### src/common/nibble_core_consts.svh
/*
  Constants for the nibble core: bus offsets, boot vector, bank numbers,
  operand fields and machine-cycle dividers.
  Assumes inclusion by bare name from the design and the bench.
*/
`ifndef NIBBLE_CORE_CONSTS_SVH
`define NIBBLE_CORE_CONSTS_SVH

// ------------------------------------------------------------------
// Register byte offsets
// ------------------------------------------------------------------
`define OFF_CMD        5'h00
`define OFF_STATUS     5'h04
`define OFF_PC         5'h08
`define OFF_REGS       5'h0c
`define OFF_CLKCTL     5'h10
`define OFF_IRQ        5'h14
`define OFF_FLAGS      5'h18

// ------------------------------------------------------------------
// Boot vector and program counter
// ------------------------------------------------------------------
`define PC_RESET       14'h0000
`define BOOT_ADDR_HI   14'h0000
`define BANK_EN_BIT    7
`define TABLE_MIN      7'h20

// ------------------------------------------------------------------
// Banks and fixed areas
// ------------------------------------------------------------------
`define BANK_0         4'h0
`define BANK_1         4'h1
`define BANK_15        4'hf
`define FAST_PAGE_LO   4'hb
`define FAST_PAGE_HI   4'hf
`define PTR_PAGE_TOP   2'h3

// ------------------------------------------------------------------
// Relative branch reach
// ------------------------------------------------------------------
`define REL_MIN        6'sh31
`define REL_BACK_MAX   6'sh3f
`define REL_FWD_MIN    6'sh02
`define REL_FWD_MAX    6'sh10

// ------------------------------------------------------------------
// Skipped-instruction kinds
// ------------------------------------------------------------------
`define NEXT_SHORT     2'h0
`define NEXT_LONG      2'h1
`define NEXT_TABLE     2'h2

// ------------------------------------------------------------------
// Machine cycle dividers (clk periods less one)
// ------------------------------------------------------------------
`define MC_DIV_STEP0   4'hf
`define MC_DIV_STEP1   4'h1
`define MC_DIV_STEP2   4'h0
`define CLKCTL_RESET   2'h0
`define ZERO_NIBBLE    4'h0

`endif

### src/common/nibble_core_pkg.sv
/*
  Types for the nibble core: controller states and command codes.
  Assumes nothing beyond a SystemVerilog compiler.
*/
package nibble_core_pkg;

  // ------------------------------------------------------------------
  // Controller states
  // ------------------------------------------------------------------
  typedef enum logic [2:0] {
    st_rom_hi_wait,
    st_rom_hi,
    st_rom_lo_wait,
    st_rom_lo,
    st_mem_wait,
    st_mem,
    st_cycles,
    st_idle
  } state_e;

  // ------------------------------------------------------------------
  // Command codes, in code order 0 to 15
  // ------------------------------------------------------------------
  typedef enum logic [3:0] {
    op_nop,
    op_add_with_carry,
    op_subtract_with_borrow,
    op_rotate_right_carry,
    op_load_mem,
    op_store_mem,
    op_load_hl,
    op_load_bank0,
    op_load_pair,
    op_test_fast_bit,
    op_test_ptr_bit,
    op_rel_branch,
    op_page_branch,
    op_table_indirect_instr,
    op_select_bank,
    op_set_bank_enable
  } op_e;

endpackage : nibble_core_pkg

### src/rtl/nibble_core.sv
/*
  Nibble core control block: boot vector load, reset state, bank
  mapping, skip timing, branches, table indirection and nibble ALU.
  Assumes a synchronous program ROM and data RAM, each returning data
  one edge after the address register is loaded, and an Avalon-MM
  master on the same clock.
*/
// Added by the designer: register access over Avalon-MM and the register offsets.
`timescale 1ns/1ps
`include "nibble_core_consts.svh"

module nibble_core (
  // Clock and reset
  input  wire logic                  clk,
  input  wire logic                  rst_b,
  // Avalon-MM register slave
  input  wire logic [4:0]            avs_address,
  input  wire logic                  avs_read,
  input  wire logic                  avs_write,
  input  wire logic [31:0]           avs_writedata,
  input  wire logic [3:0]            avs_byteenable,
  output logic      [31:0]           avs_readdata,
  output logic                       avs_waitrequest,
  // Program ROM port
  output logic      [13:0]           rom_addr,
  input  wire logic [7:0]            rom_rdata,
  // Data RAM port
  output logic      [11:0]           ram_addr,
  output logic                       ram_re,
  output logic                       ram_we,
  output logic      [3:0]            ram_wdata,
  input  wire logic [3:0]            ram_rdata,
  // Interrupt request sources, asynchronous
  input  wire logic [7:0]            irq_src,
  // Machine cycle strobe
  output logic                       mc_tick
);
  import nibble_core_pkg::*;

  // ------------------------------------------------------------------
  // Helper functions
  // ------------------------------------------------------------------
  function automatic logic [31:0] be_merge(input logic [31:0] old_v,
                                           input logic [31:0] new_v,
                                           input logic [3:0]  be);
    logic [31:0] r;
    r = old_v;
    for (int i = 0; i < 4; i++) begin
      if (be[i]) begin
        r[i*8 +: 8] = new_v[i*8 +: 8];
      end
    end
    return r;
  endfunction : be_merge

  function automatic logic [3:0] direct_bank(input logic       bank_en,
                                             input logic [3:0] sel,
                                             input logic [7:0] addr);
    logic [3:0] b;
    b = sel;
    if (!bank_en) begin
      b = addr[7] ? `BANK_15 : `BANK_0;
    end
    return b;
  endfunction : direct_bank

  function automatic logic [1:0] skip_extra(input logic taken, input logic [1:0] kind);
    logic [1:0] s;
    s = 2'h0;
    if (taken) begin
      s = (kind == `NEXT_LONG) ? 2'h2 : 2'h1;
    end
    return s;
  endfunction : skip_extra

  // ------------------------------------------------------------------
  // State
  // ------------------------------------------------------------------
  state_e      state_r, state_nxt;
  logic [13:0] pc_r, pc_nxt;
  logic        bank_en_r, bank_en_nxt;
  logic [3:0]  bank_sel_r, bank_sel_nxt;
  logic [2:0]  skip_flags_r, skip_flags_nxt;
  logic        int_status_r, int_status_nxt;
  logic        gie_r, gie_nxt;
  logic [7:0]  src_en_r, src_en_nxt;
  logic [7:0]  src_req_r, src_req_nxt;
  logic [1:0]  clkctl_r, clkctl_nxt;
  logic [3:0]  div_r, div_nxt;
  logic [2:0]  cyc_r, cyc_nxt;
  logic        table_r, table_nxt;
  logic        err_r, err_nxt;
  op_e         op_r, op_nxt;
  logic [11:0] arg_r, arg_nxt;
  logic [5:0]  rom_hi_r, rom_hi_nxt;
  logic [13:0] rom_addr_r, rom_addr_nxt;
  logic [11:0] ram_addr_r, ram_addr_nxt;
  logic        ram_re_r, ram_re_nxt;
  logic        ram_we_r, ram_we_nxt;
  logic [3:0]  ram_wdata_r, ram_wdata_nxt;
  logic [31:0] rdata_r, rdata_nxt;
  logic        rd_done_r, rd_done_nxt;
  logic [7:0]  irq_s1_r, irq_s2_r;
  // Working registers X A B C D E H L and carry: no reset
  logic [3:0]  wreg_r [8];
  logic [3:0]  wreg_nxt [8];
  logic        carry_r, carry_nxt;

  logic        busy;
  logic        cmd_sel;
  logic        wr_ok;
  logic [31:0] rd_mux;
  logic [31:0] regs_word;
  logic [4:0]  alu_sum;
  logic [3:0]  hl_bank;
  logic        bit_val;

  assign busy            = (state_r != st_idle);
  assign cmd_sel         = (avs_address == `OFF_CMD);
  assign avs_waitrequest = (avs_write & cmd_sel & busy) | (avs_read & ~rd_done_r);
  assign wr_ok           = avs_write & ~avs_waitrequest;
  assign regs_word       = {wreg_r[0], wreg_r[1], wreg_r[2], wreg_r[3],
                            wreg_r[4], wreg_r[5], wreg_r[6], wreg_r[7]};
  assign hl_bank         = {4{bank_en_r}} & bank_sel_r;
  assign mc_tick         = (div_r == `ZERO_NIBBLE);
  assign avs_readdata    = rdata_r;
  assign rom_addr        = rom_addr_r;
  assign ram_addr        = ram_addr_r;
  assign ram_re          = ram_re_r;
  assign ram_we          = ram_we_r;
  assign ram_wdata       = ram_wdata_r;

  // ------------------------------------------------------------------
  // Register read mux
  // ------------------------------------------------------------------
  always_comb begin
    case (avs_address)
      `OFF_STATUS: rd_mux = {20'h0, bank_sel_r, carry_r, int_status_r, bank_en_r,
                             skip_flags_r, err_r, busy};
      `OFF_PC:     rd_mux = {18'h0, pc_r};
      `OFF_REGS:   rd_mux = regs_word;
      `OFF_CLKCTL: rd_mux = {30'h0, clkctl_r};
      `OFF_IRQ:    rd_mux = {15'h0, src_req_r, src_en_r, gie_r};
      `OFF_FLAGS:  rd_mux = {30'h0, bank_en_r, carry_r};
      default:     rd_mux = 32'h0;
    endcase
  end

  // ------------------------------------------------------------------
  // Next-state logic
  // ------------------------------------------------------------------
  always_comb begin
    logic [31:0] wv;
    logic [5:0]  off;
    wv             = 32'h0;
    off            = 6'h0;
    state_nxt      = state_r;
    pc_nxt         = pc_r;
    bank_en_nxt    = bank_en_r;
    bank_sel_nxt   = bank_sel_r;
    skip_flags_nxt = skip_flags_r;
    int_status_nxt = int_status_r;
    gie_nxt        = gie_r;
    src_en_nxt     = src_en_r;
    src_req_nxt    = src_req_r | irq_s2_r;
    clkctl_nxt     = clkctl_r;
    cyc_nxt        = cyc_r;
    table_nxt      = table_r;
    err_nxt        = err_r;
    op_nxt         = op_r;
    arg_nxt        = arg_r;
    rom_hi_nxt     = rom_hi_r;
    rom_addr_nxt   = rom_addr_r;
    ram_addr_nxt   = ram_addr_r;
    ram_re_nxt     = 1'b0;
    ram_we_nxt     = 1'b0;
    ram_wdata_nxt  = ram_wdata_r;
    carry_nxt      = carry_r;
    for (int i = 0; i < 8; i++) begin
      wreg_nxt[i] = wreg_r[i];
    end
    alu_sum        = 5'h0;
    bit_val        = 1'b0;

    // Machine cycle divider, three steps, values 2 and 3 alike
    case (clkctl_r)
      2'h0:    div_nxt = mc_tick ? `MC_DIV_STEP0 : 4'(div_r - 4'h1);
      2'h1:    div_nxt = mc_tick ? `MC_DIV_STEP1 : 4'(div_r - 4'h1);
      default: div_nxt = `MC_DIV_STEP2;
    endcase

    // Register writes from the bus
    if (wr_ok) begin
      case (avs_address)
        `OFF_REGS: begin
          wv = be_merge(regs_word, avs_writedata, avs_byteenable);
          for (int i = 0; i < 8; i++) begin
            wreg_nxt[i] = wv[(7 - i)*4 +: 4];
          end
        end
        `OFF_CLKCTL: begin
          if (avs_byteenable[0]) begin
            clkctl_nxt = avs_writedata[1:0];
          end
        end
        `OFF_IRQ: begin
          wv          = be_merge({15'h0, 8'h0, src_en_r, gie_r}, avs_writedata,
                                 avs_byteenable);
          gie_nxt     = wv[0];
          src_en_nxt  = wv[8:1];
          // Write 1 clears a request; a new request in the same cycle wins
          src_req_nxt = (src_req_r & ~(avs_writedata[16:9] &
                         {8{avs_byteenable[1] & avs_byteenable[2]}})) | irq_s2_r;
        end
        `OFF_FLAGS: begin
          if (avs_byteenable[0]) begin
            carry_nxt   = avs_writedata[0];
            bank_en_nxt = avs_writedata[1];
          end
        end
        default: begin
        end
      endcase
    end

    case (state_r)
      // Vector and table words: high word then low word
      st_rom_hi_wait: state_nxt = st_rom_hi;
      st_rom_hi: begin
        rom_hi_nxt = rom_rdata[5:0];
        if (!table_r) begin
          bank_en_nxt = rom_rdata[`BANK_EN_BIT];
        end
        rom_addr_nxt = 14'(rom_addr_r + 14'h1);
        state_nxt    = st_rom_lo_wait;
      end
      st_rom_lo_wait: state_nxt = st_rom_lo;
      st_rom_lo: begin
        pc_nxt    = {rom_hi_r, rom_rdata};
        state_nxt = table_r ? st_cycles : st_idle;
      end
      st_mem_wait: state_nxt = st_mem;
      st_mem: begin
        state_nxt = st_cycles;
        bit_val   = ram_rdata[arg_r[6:5]];
        case (op_r)
          op_add_with_carry: begin
            alu_sum     = 5'(wreg_r[1] + ram_rdata + {3'h0, carry_r});
            wreg_nxt[1] = alu_sum[3:0];
            carry_nxt   = alu_sum[4];
          end
          op_subtract_with_borrow: begin
            alu_sum     = 5'(wreg_r[1] - ram_rdata - {3'h0, carry_r});
            wreg_nxt[1] = alu_sum[3:0];
            carry_nxt   = alu_sum[4];
          end
          op_test_fast_bit, op_test_ptr_bit: begin
            if (op_r == op_test_ptr_bit) begin
              bit_val = ram_rdata[wreg_r[7][1:0]];
            end
            skip_flags_nxt = {arg_r[8:7] == `NEXT_TABLE, arg_r[8:7] == `NEXT_LONG, bit_val};
            cyc_nxt        = 3'(cyc_r + {1'b0, skip_extra(bit_val, arg_r[8:7])});
          end
          default: wreg_nxt[1] = ram_rdata;
        endcase
      end
      st_cycles: begin
        if (mc_tick) begin
          cyc_nxt = 3'(cyc_r - 3'h1);
          if (cyc_r == 3'h1) begin
            state_nxt = st_idle;
            table_nxt = 1'b0;
          end
        end
      end
      st_idle: begin
        if (wr_ok && cmd_sel && avs_byteenable[0]) begin
          op_nxt         = op_e'(avs_writedata[3:0]);
          arg_nxt        = avs_writedata[15:4];
          err_nxt        = 1'b0;
          skip_flags_nxt = 3'h0;
          cyc_nxt        = 3'h1;
          state_nxt      = st_cycles;
          ram_wdata_nxt  = wreg_r[1];
          case (op_e'(avs_writedata[3:0]))
            op_add_with_carry, op_subtract_with_borrow, op_load_hl: begin
              ram_addr_nxt = {hl_bank, wreg_r[6], wreg_r[7]};
              ram_re_nxt   = 1'b1;
              state_nxt    = st_mem_wait;
            end
            op_rotate_right_carry: begin
              carry_nxt   = wreg_r[1][0];
              wreg_nxt[1] = {carry_r, wreg_r[1][3:1]};
            end
            op_load_mem, op_store_mem: begin
              cyc_nxt      = 3'h2;
              ram_addr_nxt = {direct_bank(bank_en_r, bank_sel_r, avs_writedata[11:4]),
                              avs_writedata[11:4]};
              ram_re_nxt   = (avs_writedata[3:0] == op_load_mem);
              ram_we_nxt   = (avs_writedata[3:0] == op_store_mem);
              state_nxt    = ram_re_nxt ? st_mem_wait : st_cycles;
            end
            op_load_bank0: begin
              ram_addr_nxt = {`BANK_0, wreg_r[4],
                              avs_writedata[4] ? wreg_r[7] : wreg_r[5]};
              ram_re_nxt   = 1'b1;
              state_nxt    = st_mem_wait;
            end
            op_load_pair: begin
              cyc_nxt = 3'h2;
              wreg_nxt[{avs_writedata[13:12], 1'b0}] = avs_writedata[11:8];
              wreg_nxt[{avs_writedata[13:12], 1'b1}] = avs_writedata[7:4];
            end
            op_test_fast_bit: begin
              cyc_nxt      = 3'h2;
              ram_addr_nxt = {`BANK_15, avs_writedata[8] ? `FAST_PAGE_HI : `FAST_PAGE_LO,
                              avs_writedata[7:4]};
              ram_re_nxt   = 1'b1;
              state_nxt    = st_mem_wait;
            end
            op_test_ptr_bit: begin
              cyc_nxt      = 3'h2;
              ram_addr_nxt = {`BANK_15, `PTR_PAGE_TOP, avs_writedata[7:4],
                              wreg_r[7][3:2]};
              ram_re_nxt   = 1'b1;
              state_nxt    = st_mem_wait;
            end
            op_rel_branch: begin
              cyc_nxt = 3'h2;
              off     = avs_writedata[9:4];
              if (($signed(off) >= `REL_MIN && $signed(off) <= `REL_BACK_MAX) ||
                  ($signed(off) >= `REL_FWD_MIN && $signed(off) <= `REL_FWD_MAX)) begin
                pc_nxt = 14'(pc_r + {{8{off[5]}}, off});
              end else begin
                err_nxt = 1'b1;
              end
            end
            op_page_branch: begin
              cyc_nxt = 3'h2;
              pc_nxt  = {pc_r[13:12], avs_writedata[15:4]};
            end
            op_table_indirect_instr: begin
              cyc_nxt = 3'h1;
              if (!avs_writedata[4] && avs_writedata[10:4] >= `TABLE_MIN) begin
                rom_addr_nxt = {7'h0, avs_writedata[10:4]};
                table_nxt    = 1'b1;
                state_nxt    = st_rom_hi_wait;
              end else begin
                err_nxt = 1'b1;
              end
            end
            op_select_bank: begin
              cyc_nxt = 3'h2;
              if (avs_writedata[7:4] == `BANK_0 || avs_writedata[7:4] == `BANK_1 ||
                  avs_writedata[7:4] == `BANK_15) begin
                bank_sel_nxt = avs_writedata[7:4];
              end else begin
                err_nxt = 1'b1;
              end
            end
            op_set_bank_enable: bank_en_nxt = avs_writedata[4];
            default: begin
            end
          endcase
        end
      end
      default: state_nxt = st_idle;
    endcase

    rd_done_nxt = avs_read & ~rd_done_r;
    rdata_nxt   = (avs_read & ~rd_done_r) ? rd_mux : rdata_r;
  end

  // ------------------------------------------------------------------
  // Control registers
  // ------------------------------------------------------------------
  always_ff @(posedge clk or negedge rst_b) begin
    if (!rst_b) begin
      state_r      <= st_rom_hi_wait;
      pc_r         <= `PC_RESET;
      bank_en_r    <= 1'b0;
      bank_sel_r   <= `BANK_0;
      skip_flags_r <= 3'h0;
      int_status_r <= 1'b0;
      gie_r        <= 1'b0;
      src_en_r     <= 8'h0;
      src_req_r    <= 8'h0;
      clkctl_r     <= `CLKCTL_RESET;
      div_r        <= `MC_DIV_STEP0;
      cyc_r        <= 3'h0;
      table_r      <= 1'b0;
      err_r        <= 1'b0;
      op_r         <= op_nop;
      arg_r        <= 12'h0;
      rom_hi_r     <= 6'h0;
      rom_addr_r   <= `BOOT_ADDR_HI;
      ram_addr_r   <= 12'h0;
      ram_re_r     <= 1'b0;
      ram_we_r     <= 1'b0;
      ram_wdata_r  <= 4'h0;
      rdata_r      <= 32'h0;
      rd_done_r    <= 1'b0;
      irq_s1_r     <= 8'h0;
      irq_s2_r     <= 8'h0;
    end else begin
      state_r      <= state_nxt;
      pc_r         <= pc_nxt;
      bank_en_r    <= bank_en_nxt;
      bank_sel_r   <= bank_sel_nxt;
      skip_flags_r <= skip_flags_nxt;
      int_status_r <= int_status_nxt;
      gie_r        <= gie_nxt;
      src_en_r     <= src_en_nxt;
      src_req_r    <= src_req_nxt;
      clkctl_r     <= clkctl_nxt;
      div_r        <= div_nxt;
      cyc_r        <= cyc_nxt;
      table_r      <= table_nxt;
      err_r        <= err_nxt;
      op_r         <= op_nxt;
      arg_r        <= arg_nxt;
      rom_hi_r     <= rom_hi_nxt;
      rom_addr_r   <= rom_addr_nxt;
      ram_addr_r   <= ram_addr_nxt;
      ram_re_r     <= ram_re_nxt;
      ram_we_r     <= ram_we_nxt;
      ram_wdata_r  <= ram_wdata_nxt;
      rdata_r      <= rdata_nxt;
      rd_done_r    <= rd_done_nxt;
      irq_s1_r     <= irq_src;
      irq_s2_r     <= irq_s1_r;
    end
  end

  // ------------------------------------------------------------------
  // Working registers and carry, held through reset
  // ------------------------------------------------------------------
  always_ff @(posedge clk) begin
    for (int i = 0; i < 8; i++) begin
      wreg_r[i] <= wreg_nxt[i];
    end
    carry_r <= carry_nxt;
  end

endmodule : nibble_core

### config.mk
export PLATFORM = sky130hd
export DESIGN_NAME = nibble_core
export DESIGN_NICKNAME = d
export VERILOG_FILES = /design/src/common/nibble_core_pkg.sv /design/src/rtl/nibble_core.sv
export VERILOG_INCLUDE_DIRS = /design/src /design/src/common
export SDC_FILE = /design/constraint.sdc
export NUM_CORES = 1
export LEC_CHECK = 0
export BUFFER_PORTS_ARGS = -buffer_cell sky130_fd_sc_hd__buf_2
export CAP_MARGIN = 20
export CORE_MARGIN = 8
export CORE_UTILIZATION = 50
export CTS_CLUSTER_SIZE = 40
export DETAILED_ROUTE_END_ITERATION = 8
export PLACE_DENSITY_LB_ADDON = 0.2
export SLEW_MARGIN = 20
export SYNTH_ARGS = -nofsm -noshare
export SYNTH_HDL_FRONTEND = slang
export SYNTH_SLANG_ARGS = --single-unit
### constraint.sdc
create_clock -name clk -period 2.35 [get_ports clk]
set_input_delay 0.235 -clock clk [delete_from_list [all_inputs] [get_ports clk]]
set_output_delay 0.235 -clock clk [all_outputs]
set_load 0.02 [all_outputs]
==> results.json, run 1 <==
{
  "syn_nets": 1168,
  "routed-via-count": 9010,
  "syn_to_final_growth_pct": 26.2,
  "die_y_um": 156,
  "maxCapViolCount": 0,
  "post-place-ws_ns": -0.224,
  "worst_slack_ns": 0.0166,
  "core-area_mm2": 0.0193,
  "wl_per_cell_um": 19.5,
  "std_cell_rows": 51,
  "dr.pass1.iters": 7,
  "path_clk_slew_ns": 0.08,
  "ir_worst_vdd_v": 0.000515,
  "post-route-period-util": 0.993,
  "synth.ff_latch_count": 181,
  "grt_pass1_vias": 8774,
  "drive_gt1_frac": 0.271,
  "p_leak_nw": 5.75,
  "end_kind": "register",
  "dp_hpwl_um": 22100,
  "fmax_mhz": 429,
  "syn_inst": 1071,
  "gp_congestion": 0.917,
  "antenna_left": 0,
  "yosysTopAreaCell": "dfrtp_1",
  "cts.sinks": 181,
  "clock_latency_ns": 0.44,
  "start_util": 0.505,
  "yosysUniqueCellTypes": 79,
  "crit_start": "pc_r[0]",
  "crit_end": "pc_r[10]",
  "cts_made_buffers": 17,
  "synth_ff_type": "dfrtp_1",
  "die_area_mm2": 0.0242,
  "synthArstFlopShare": 0.818,
  "r2r_slack_ns": 0.02,
  "grt_max_degree": 65,
  "startpoint_type": "register",
  "use_met2": 0.392,
  "gr-usage-met1": 0.355,
  "maxSlewViolCount": 0,
  "met3_usage": 0.0504,
  "synth_warnings": 0,
  "drt_iter0_drc": 807,
  "drc_errors": 0,
  "synth_edf_count": 0,
  "die_x_um": 156,
  "gr-max-usage-layer": "met2",
  "fin_nets": 1371,
  "powerDensity_mw_per_mm2": 708,
  "rsz0062_at_grt": "true",
  "hold_viol": 0,
  "wl_um": 30300,
  "post_dp_cell_area_mm2": 0.0113,
  "path_class": "register to register",
  "yosys.area.top_type_share": 0.370,
  "period_needed_ns": 2.33,
  "cts.htree.levels": 4,
  "antenna_found_initial": 2,
  "fillers": 1667,
  "n_antenna_cell": 0,
  "reg2reg_to": "pc_r[10]",
  "viasPerCell": 5.81,
  "crit_required_ns": 2.68,
  "ioPinCount": 131,
  "reg2reg_depth": 10,
  "avgSynthCellArea_um2": 9.09,
  "cts_root_buffer": "clkbuf_16",
  "arrival_ns": 2.66,
  "final_cell_area_mm2": 0.0123,
  "grt_pass1_wl_um": 48300,
  "slew_headroom": 0.328,
  "outcome": "completed",
  "reg2reg_from": "pc_r[0]",
  "finalSetupViolations": 0,
  "synth_top_cells_by_area": "dfrtp_1 37%, dfxtp_1 6.8%, nand2_1 6.4%",
  "synth-seq-area-share": 0.449,
  "synth_area_mm2": 0.00973,
  "cts_tree": "yes",
  "worst_pin_slew_ns": 1.00,
  "track_usage": 0.253,
  "clock_skew_ns": 0.0107,
  "setup_tns_ns": 0,
  "hold_ws_ns": 0.0359,
  "cp_max_fo": 3,
  "grt_remaining_overflow": 0,
  "clock_path_buffers": 2,
  "io_buffer_count": 130,
  "hp-class": "input pin to register"
}
[Yosys cell counts, types with 6 or more instances]
library cell	number
dfxtp_1	33
a22o_1	11
mux2i_1	41
o221ai_1	8
a21o_1	15
nand2_1	167
xnor2_1	12
mux2_2	23
clkbuf_1	53
a211oi_1	8
nor2b_1	8
a222oi_1	6
dfrtp_1	144
xor2_1	6
o21ai_0	85
nor4_1	6
a221oi_1	15
nand2b_1	12
nor2_1	89
nor3_1	27
nand4_1	9
fa_1	6
ha_1	26
nand3_1	31
and3_1	6
a21oi_1	78
a22oi_1	12
inv_1	26
and2_1	7
[worst max-delay path, stage by stage, from the launching register on]
cell and delay, ns:
dfrtp_1 0.41, ha_4 0.18, inv_2 0.05, fa_2 0.21
nor2b_2 0.06, o31a_1 0.26, o31a_1 0.30, o22a_2 0.24
a21oi_2 0.15, mux2i_1 0.27, o31ai_2 0.10
[cells by family (layout without fill, tap and decap cells)]
family | count (synthesis) | after routing | synth area share
buf+inv | 91 | 307 | 0.0373
xor+xnor | 18 | 18 | 0.0162
flops | 181 | 181 | 0.449
fa+ha+maj | 32 | 32 | 0.0458
compound gates | 289 | 289 | 0.191
mux | 66 | 66 | 0.0734
simple gates | 394 | 394 | 0.187
[cell usage in the layout, fill, tap and decap left out, types with 12 or more instances in the layout]
master / count
nand2_1: 167
o21ai_0: 81
nor2_1: 87
dfrtp_1: 144
dfxtp_1: 32
ha_1: 18
a21oi_1: 76
buf_4: 101
mux2i_1: 40
nand3_1: 31
a221oi_1: 15
a22oi_1: 12
buf_2: 129
inv_1: 24
nor3_1: 25
clkbuf_16: 17
mux2_2: 23
a21o_1: 15
[layout make-up]
class / instances / area, um^2 / area share
well taps: 265 / 332 / 0.0270
multi-input cells: 799 / 5220 / 0.425
clock inverters: 15 / 175 / 0.0143
flip-flops and latches: 181 / 4370 / 0.356
inverters: 27 / 101 / 0.00825
repair buffers: 248 / 1660 / 0.135
clock buffers: 17 / 425 / 0.0346
[where the power goes]
group	total [mW]	switching, mW	internal (mW)
Sequential	3.62	0.244	3.38
Clock	2.87	1.43	1.44
Combinational	2.21	1.27	0.939
[routing by layer]
metal / vias to the layer above / share of wire
li1: 4265 / -
met1: 4292 / 0.44
met2: 392 / 0.45
met3: 57 / 0.082
met4: 4 / 0.019
met5: - / 0.00066
[registers in the layout (all words and copies together), names as in the netlist, 2 cells and up]
register / flops
bank_sel_r: 4
rom_hi_r: 6
src_req_r: 8
avs_readdata: 32
div_r: 4
skip_flags_r: 3
op_r: 4
irq_s2_r: 8
clkctl_r: 2
state_r: 3
wreg_r: 32
cyc_r: 3
arg_r: 4
src_en_r: 8
rom_addr: 14
pc_r: 14
irq_s1_r: 8
ram_addr: 12
ram_wdata: 4
[per-stage QoR]
step,utilization,std cells,power (mW)
global placement,0.589,1504,5.68
detailed placement,0.589,1504,5.72
global route,0.637,1552,9.14
finish,0.637,1552,8.70
floorplan,-,1071,4.90
CTS,0.628,1545,8.61
[worst min-delay path by stage]
stage,cells after the start,from,end,slack (ns)
2_1_floorplan,0,rst_b,arg_r[5],-0.06
3_3_place_gp,1,rst_b,rom_addr[11],0.26
4_1_cts,2,rom_rdata[5],rom_hi_r[5],0.03
6_report,2,rom_rdata[5],rom_hi_r[5],0.04
3_5_place_dp,1,rst_b,rom_addr[11],0.26
5_1_grt,2,rom_rdata[2],rom_hi_r[2],0.04
[what timing repair did]
action                                  4_1_cts  5_1_grt
hold endpoints to repair                     68        0
endpoints found under the setup margin        8        9
gates resized for setup                      12       27
buffers inserted                              0        7
pin swaps                                     2       15
hold buffers                                  9        0
No activity file was read; power rests on OpenSTA's default activity.
==> run 2, diff against run 1 <==
--- a/config.mk
+++ b/config.mk
@@ -6,12 +6,13 @@
 export SDC_FILE = /design/constraint.sdc
 export NUM_CORES = 1
 export LEC_CHECK = 0
-export BUFFER_PORTS_ARGS = -buffer_cell sky130_fd_sc_hd__buf_2
 export CAP_MARGIN = 20
 export CORE_MARGIN = 8
 export CORE_UTILIZATION = 50
+export CTS_BUF_LIST = sky130_fd_sc_hd__clkbuf_2
 export CTS_CLUSTER_SIZE = 40
 export DETAILED_ROUTE_END_ITERATION = 8
+export DONT_BUFFER_PORTS = 1
 export PLACE_DENSITY_LB_ADDON = 0.2
 export SLEW_MARGIN = 20
 export SYNTH_ARGS = -nofsm -noshare
==> run 2 against run 1 <==
The run now ends with negative hold slack, negative setup slack left. Clock-buffer cell count is the same. Highest routed layer unchanged. Global-route usage grew 0.20 points. Final area shrank 3.0%. Critical path type is now input pin to register.
==> results.json, run 2 (synthesized netlist as in run 1, its figures left out) <==
{
  "outcome": "finished, violations left",
  "violations": "negative hold slack, negative setup slack",
  "fillers": 1702,
  "cts_root_buffer": "clkbuf_2",
  "period_needed_ns": 2.37,
  "total_power_mw": 7.80,
  "p_leak_nw": 5.21,
  "crit_required_ns": 3.09,
  "p_seq_frac": 0.473,
  "cts.sinks": 181,
  "clock_path_buffers": 2,
  "final_common_cell": "nand2_1",
  "dr.pass1.iters": 6,
  "path_clk_slew_ns": 0.31,
  "hold_viol": 148,
  "drc_errors": 0,
  "drt_iter0_drc": 849,
  "wl_um": 31100,
  "layout.cells.most_common_list": "167 x nand2_1, 143 x dfrtp_1, 91 x dlygate4sd3_1",
  "grt_pass1_wl_um": 48000,
  "worst_slack_ns": -0.0243,
  "fin_nets": 1290,
  "start_util": 0.505,
  "p_switching_mw": 2.78,
  "post_dp_cell_area_mm2": 0.0104,
  "core-area_mm2": 0.0193,
  "path_class": "input pin to register",
  "cts.htree.levels": 4,
  "r2r_slack_ns": 0.05,
  "slew_headroom": 0.377,
  "pwr-share-clk": 0.252,
  "antenna_found_initial": 2,
  "worst_pin_slew_ns": 0.935,
  "setup_tns_ns": -0.0243,
  "routed-via-count": 8815,
  "grt_pass1_vias": 8437,
  "hold_ws_ns": -0.933,
  "maxSlewViolCount": 0,
  "p_comb_frac": 0.275,
  "hp-class": "input pin to async pin",
  "die_x_um": 156,
  "rsz0062_at_grt": "true",
  "drive_gt1_frac": 0.154,
  "die_y_um": 156,
  "clock_skew_ns": 0.0659,
  "ir_worst_vdd_v": 0.000320,
  "wl_per_cell_um": 21.1,
  "cts_tree": "yes",
  "cp_max_fo": 13,
  "maxCapViolCount": 0,
  "reg2reg_depth": 10,
  "grt_max_degree": 149,
  "gp_congestion": 0.876,
  "p_int_mw": 5.02,
  "powerDensity_mw_per_mm2": 655,
  "std_cell_rows": 51,
  "finalSetupViolations": 1,
  "syn_to_final_growth_pct": 22.4,
  "track_usage": 0.255,
  "reg2reg_from": "pc_r[0]",
  "startpoint_type": "input pin",
  "switching_share": 0.356,
  "final_cell_area_mm2": 0.0119,
  "grt_remaining_overflow": 0,
  "io_buffer_count": 0,
  "arrival_ns": 3.12,
  "cts_made_buffers": 17,
  "antenna_left": 0,
  "viasPerCell": 5.99,
  "final_util": 0.618,
  "fmax_mhz": 421,
  "reg2reg_to": "pc_r[8]",
  "post-route-period-util": 1.01,
  "dp_hpwl_um": 20800,
  "crit_start": "avs_writedata[5]",
  "ioPinCount": 131,
  "end_kind": "register",
  "clock_latency_ns": 0.82,
  "die_area_mm2": 0.0242
}
-- run 2: worst max-delay path by stage --
stage,endpoint,slack [ns],cells past startpoint
floorplan,cyc_r[2],0.01,8
global placement,rom_addr[10],-0.08,9
detailed placement,rom_addr[10],-0.13,9
CTS,pc_r[10],-0.009,10
global route,pc_r[9],-0.05,8
finish,pc_r[8],-0.02,10
-- run 2: power by group through the flow --
| stage | Clock [mW] | Sequential, mW | Combinational [mW] |
|---|---|---|---|
| finish | 1.96 | 3.69 | 2.14 |
| global route | 2.11 | 3.73 | 2.35 |
| CTS | 1.98 | 3.67 | 2.03 |
| detailed placement | 0 | 3.71 | 1.77 |
| global placement | 0 | 3.71 | 1.74 |
| floorplan | 0 | 3.62 | 1.28 |
-- run 2: through the flow --
stage | cells | setup WS (ns) | hold WS, ns
after floorplan | 1071 | 0.0119 | -0.0606
after CTS | 1464 | -0.00858 | -0.993
final | 1472 | -0.0243 | -0.933
after detailed placement | 1339 | -0.133 | -0.0534
after global placement | 1339 | -0.0818 | -0.0529
after global routing | 1472 | -0.0548 | -1.05
-- run 2: what timing repair did --
item	CTS	global route
hold endpoints to repair	312	150
pin swaps	2	12
hold buffers	93	2
gates resized for setup	10	35
buffers inserted	0	5
endpoints found under the setup margin	4	20
-- run 2: cell type report --
| class | count | area (um^2) | area share |
|---|---|---|---|
| Multi-Input combinational cell | 799 | 5230 | 0.439 |
| Sequential cell | 181 | 4380 | 0.367 |
| Timing Repair Buffer | 167 | 1560 | 0.131 |
| Tap cell | 265 | 332 | 0.0278 |
| Clock inverter | 15 | 231 | 0.0194 |
| Inverter | 27 | 101 | 0.00851 |
| Clock buffer | 17 | 85.1 | 0.00714 |
| Antenna cell | 1 | 2.50 | 0.000210 |
-- run 2: critical path, stage by stage --
cell	delay, ns
dlygate4sd3_1	1.07
inv_1	0.15
fa_1	0.47
nor2b_2	0.17
o31a_1	0.18
o31a_1	0.18
o22a_2	0.20
xnor2_2	0.13
o211ai_1	0.10
a22o_1	0.21
-- run 2: layer usage --
layer  global-route usage  up-vias  wire (um)
li1                     -     4080          -
met1                0.336     4308      13300
met4               0.0753        2        563
met2                0.400      381      14300
met3               0.0720       44       2970
met5                    0        -         10
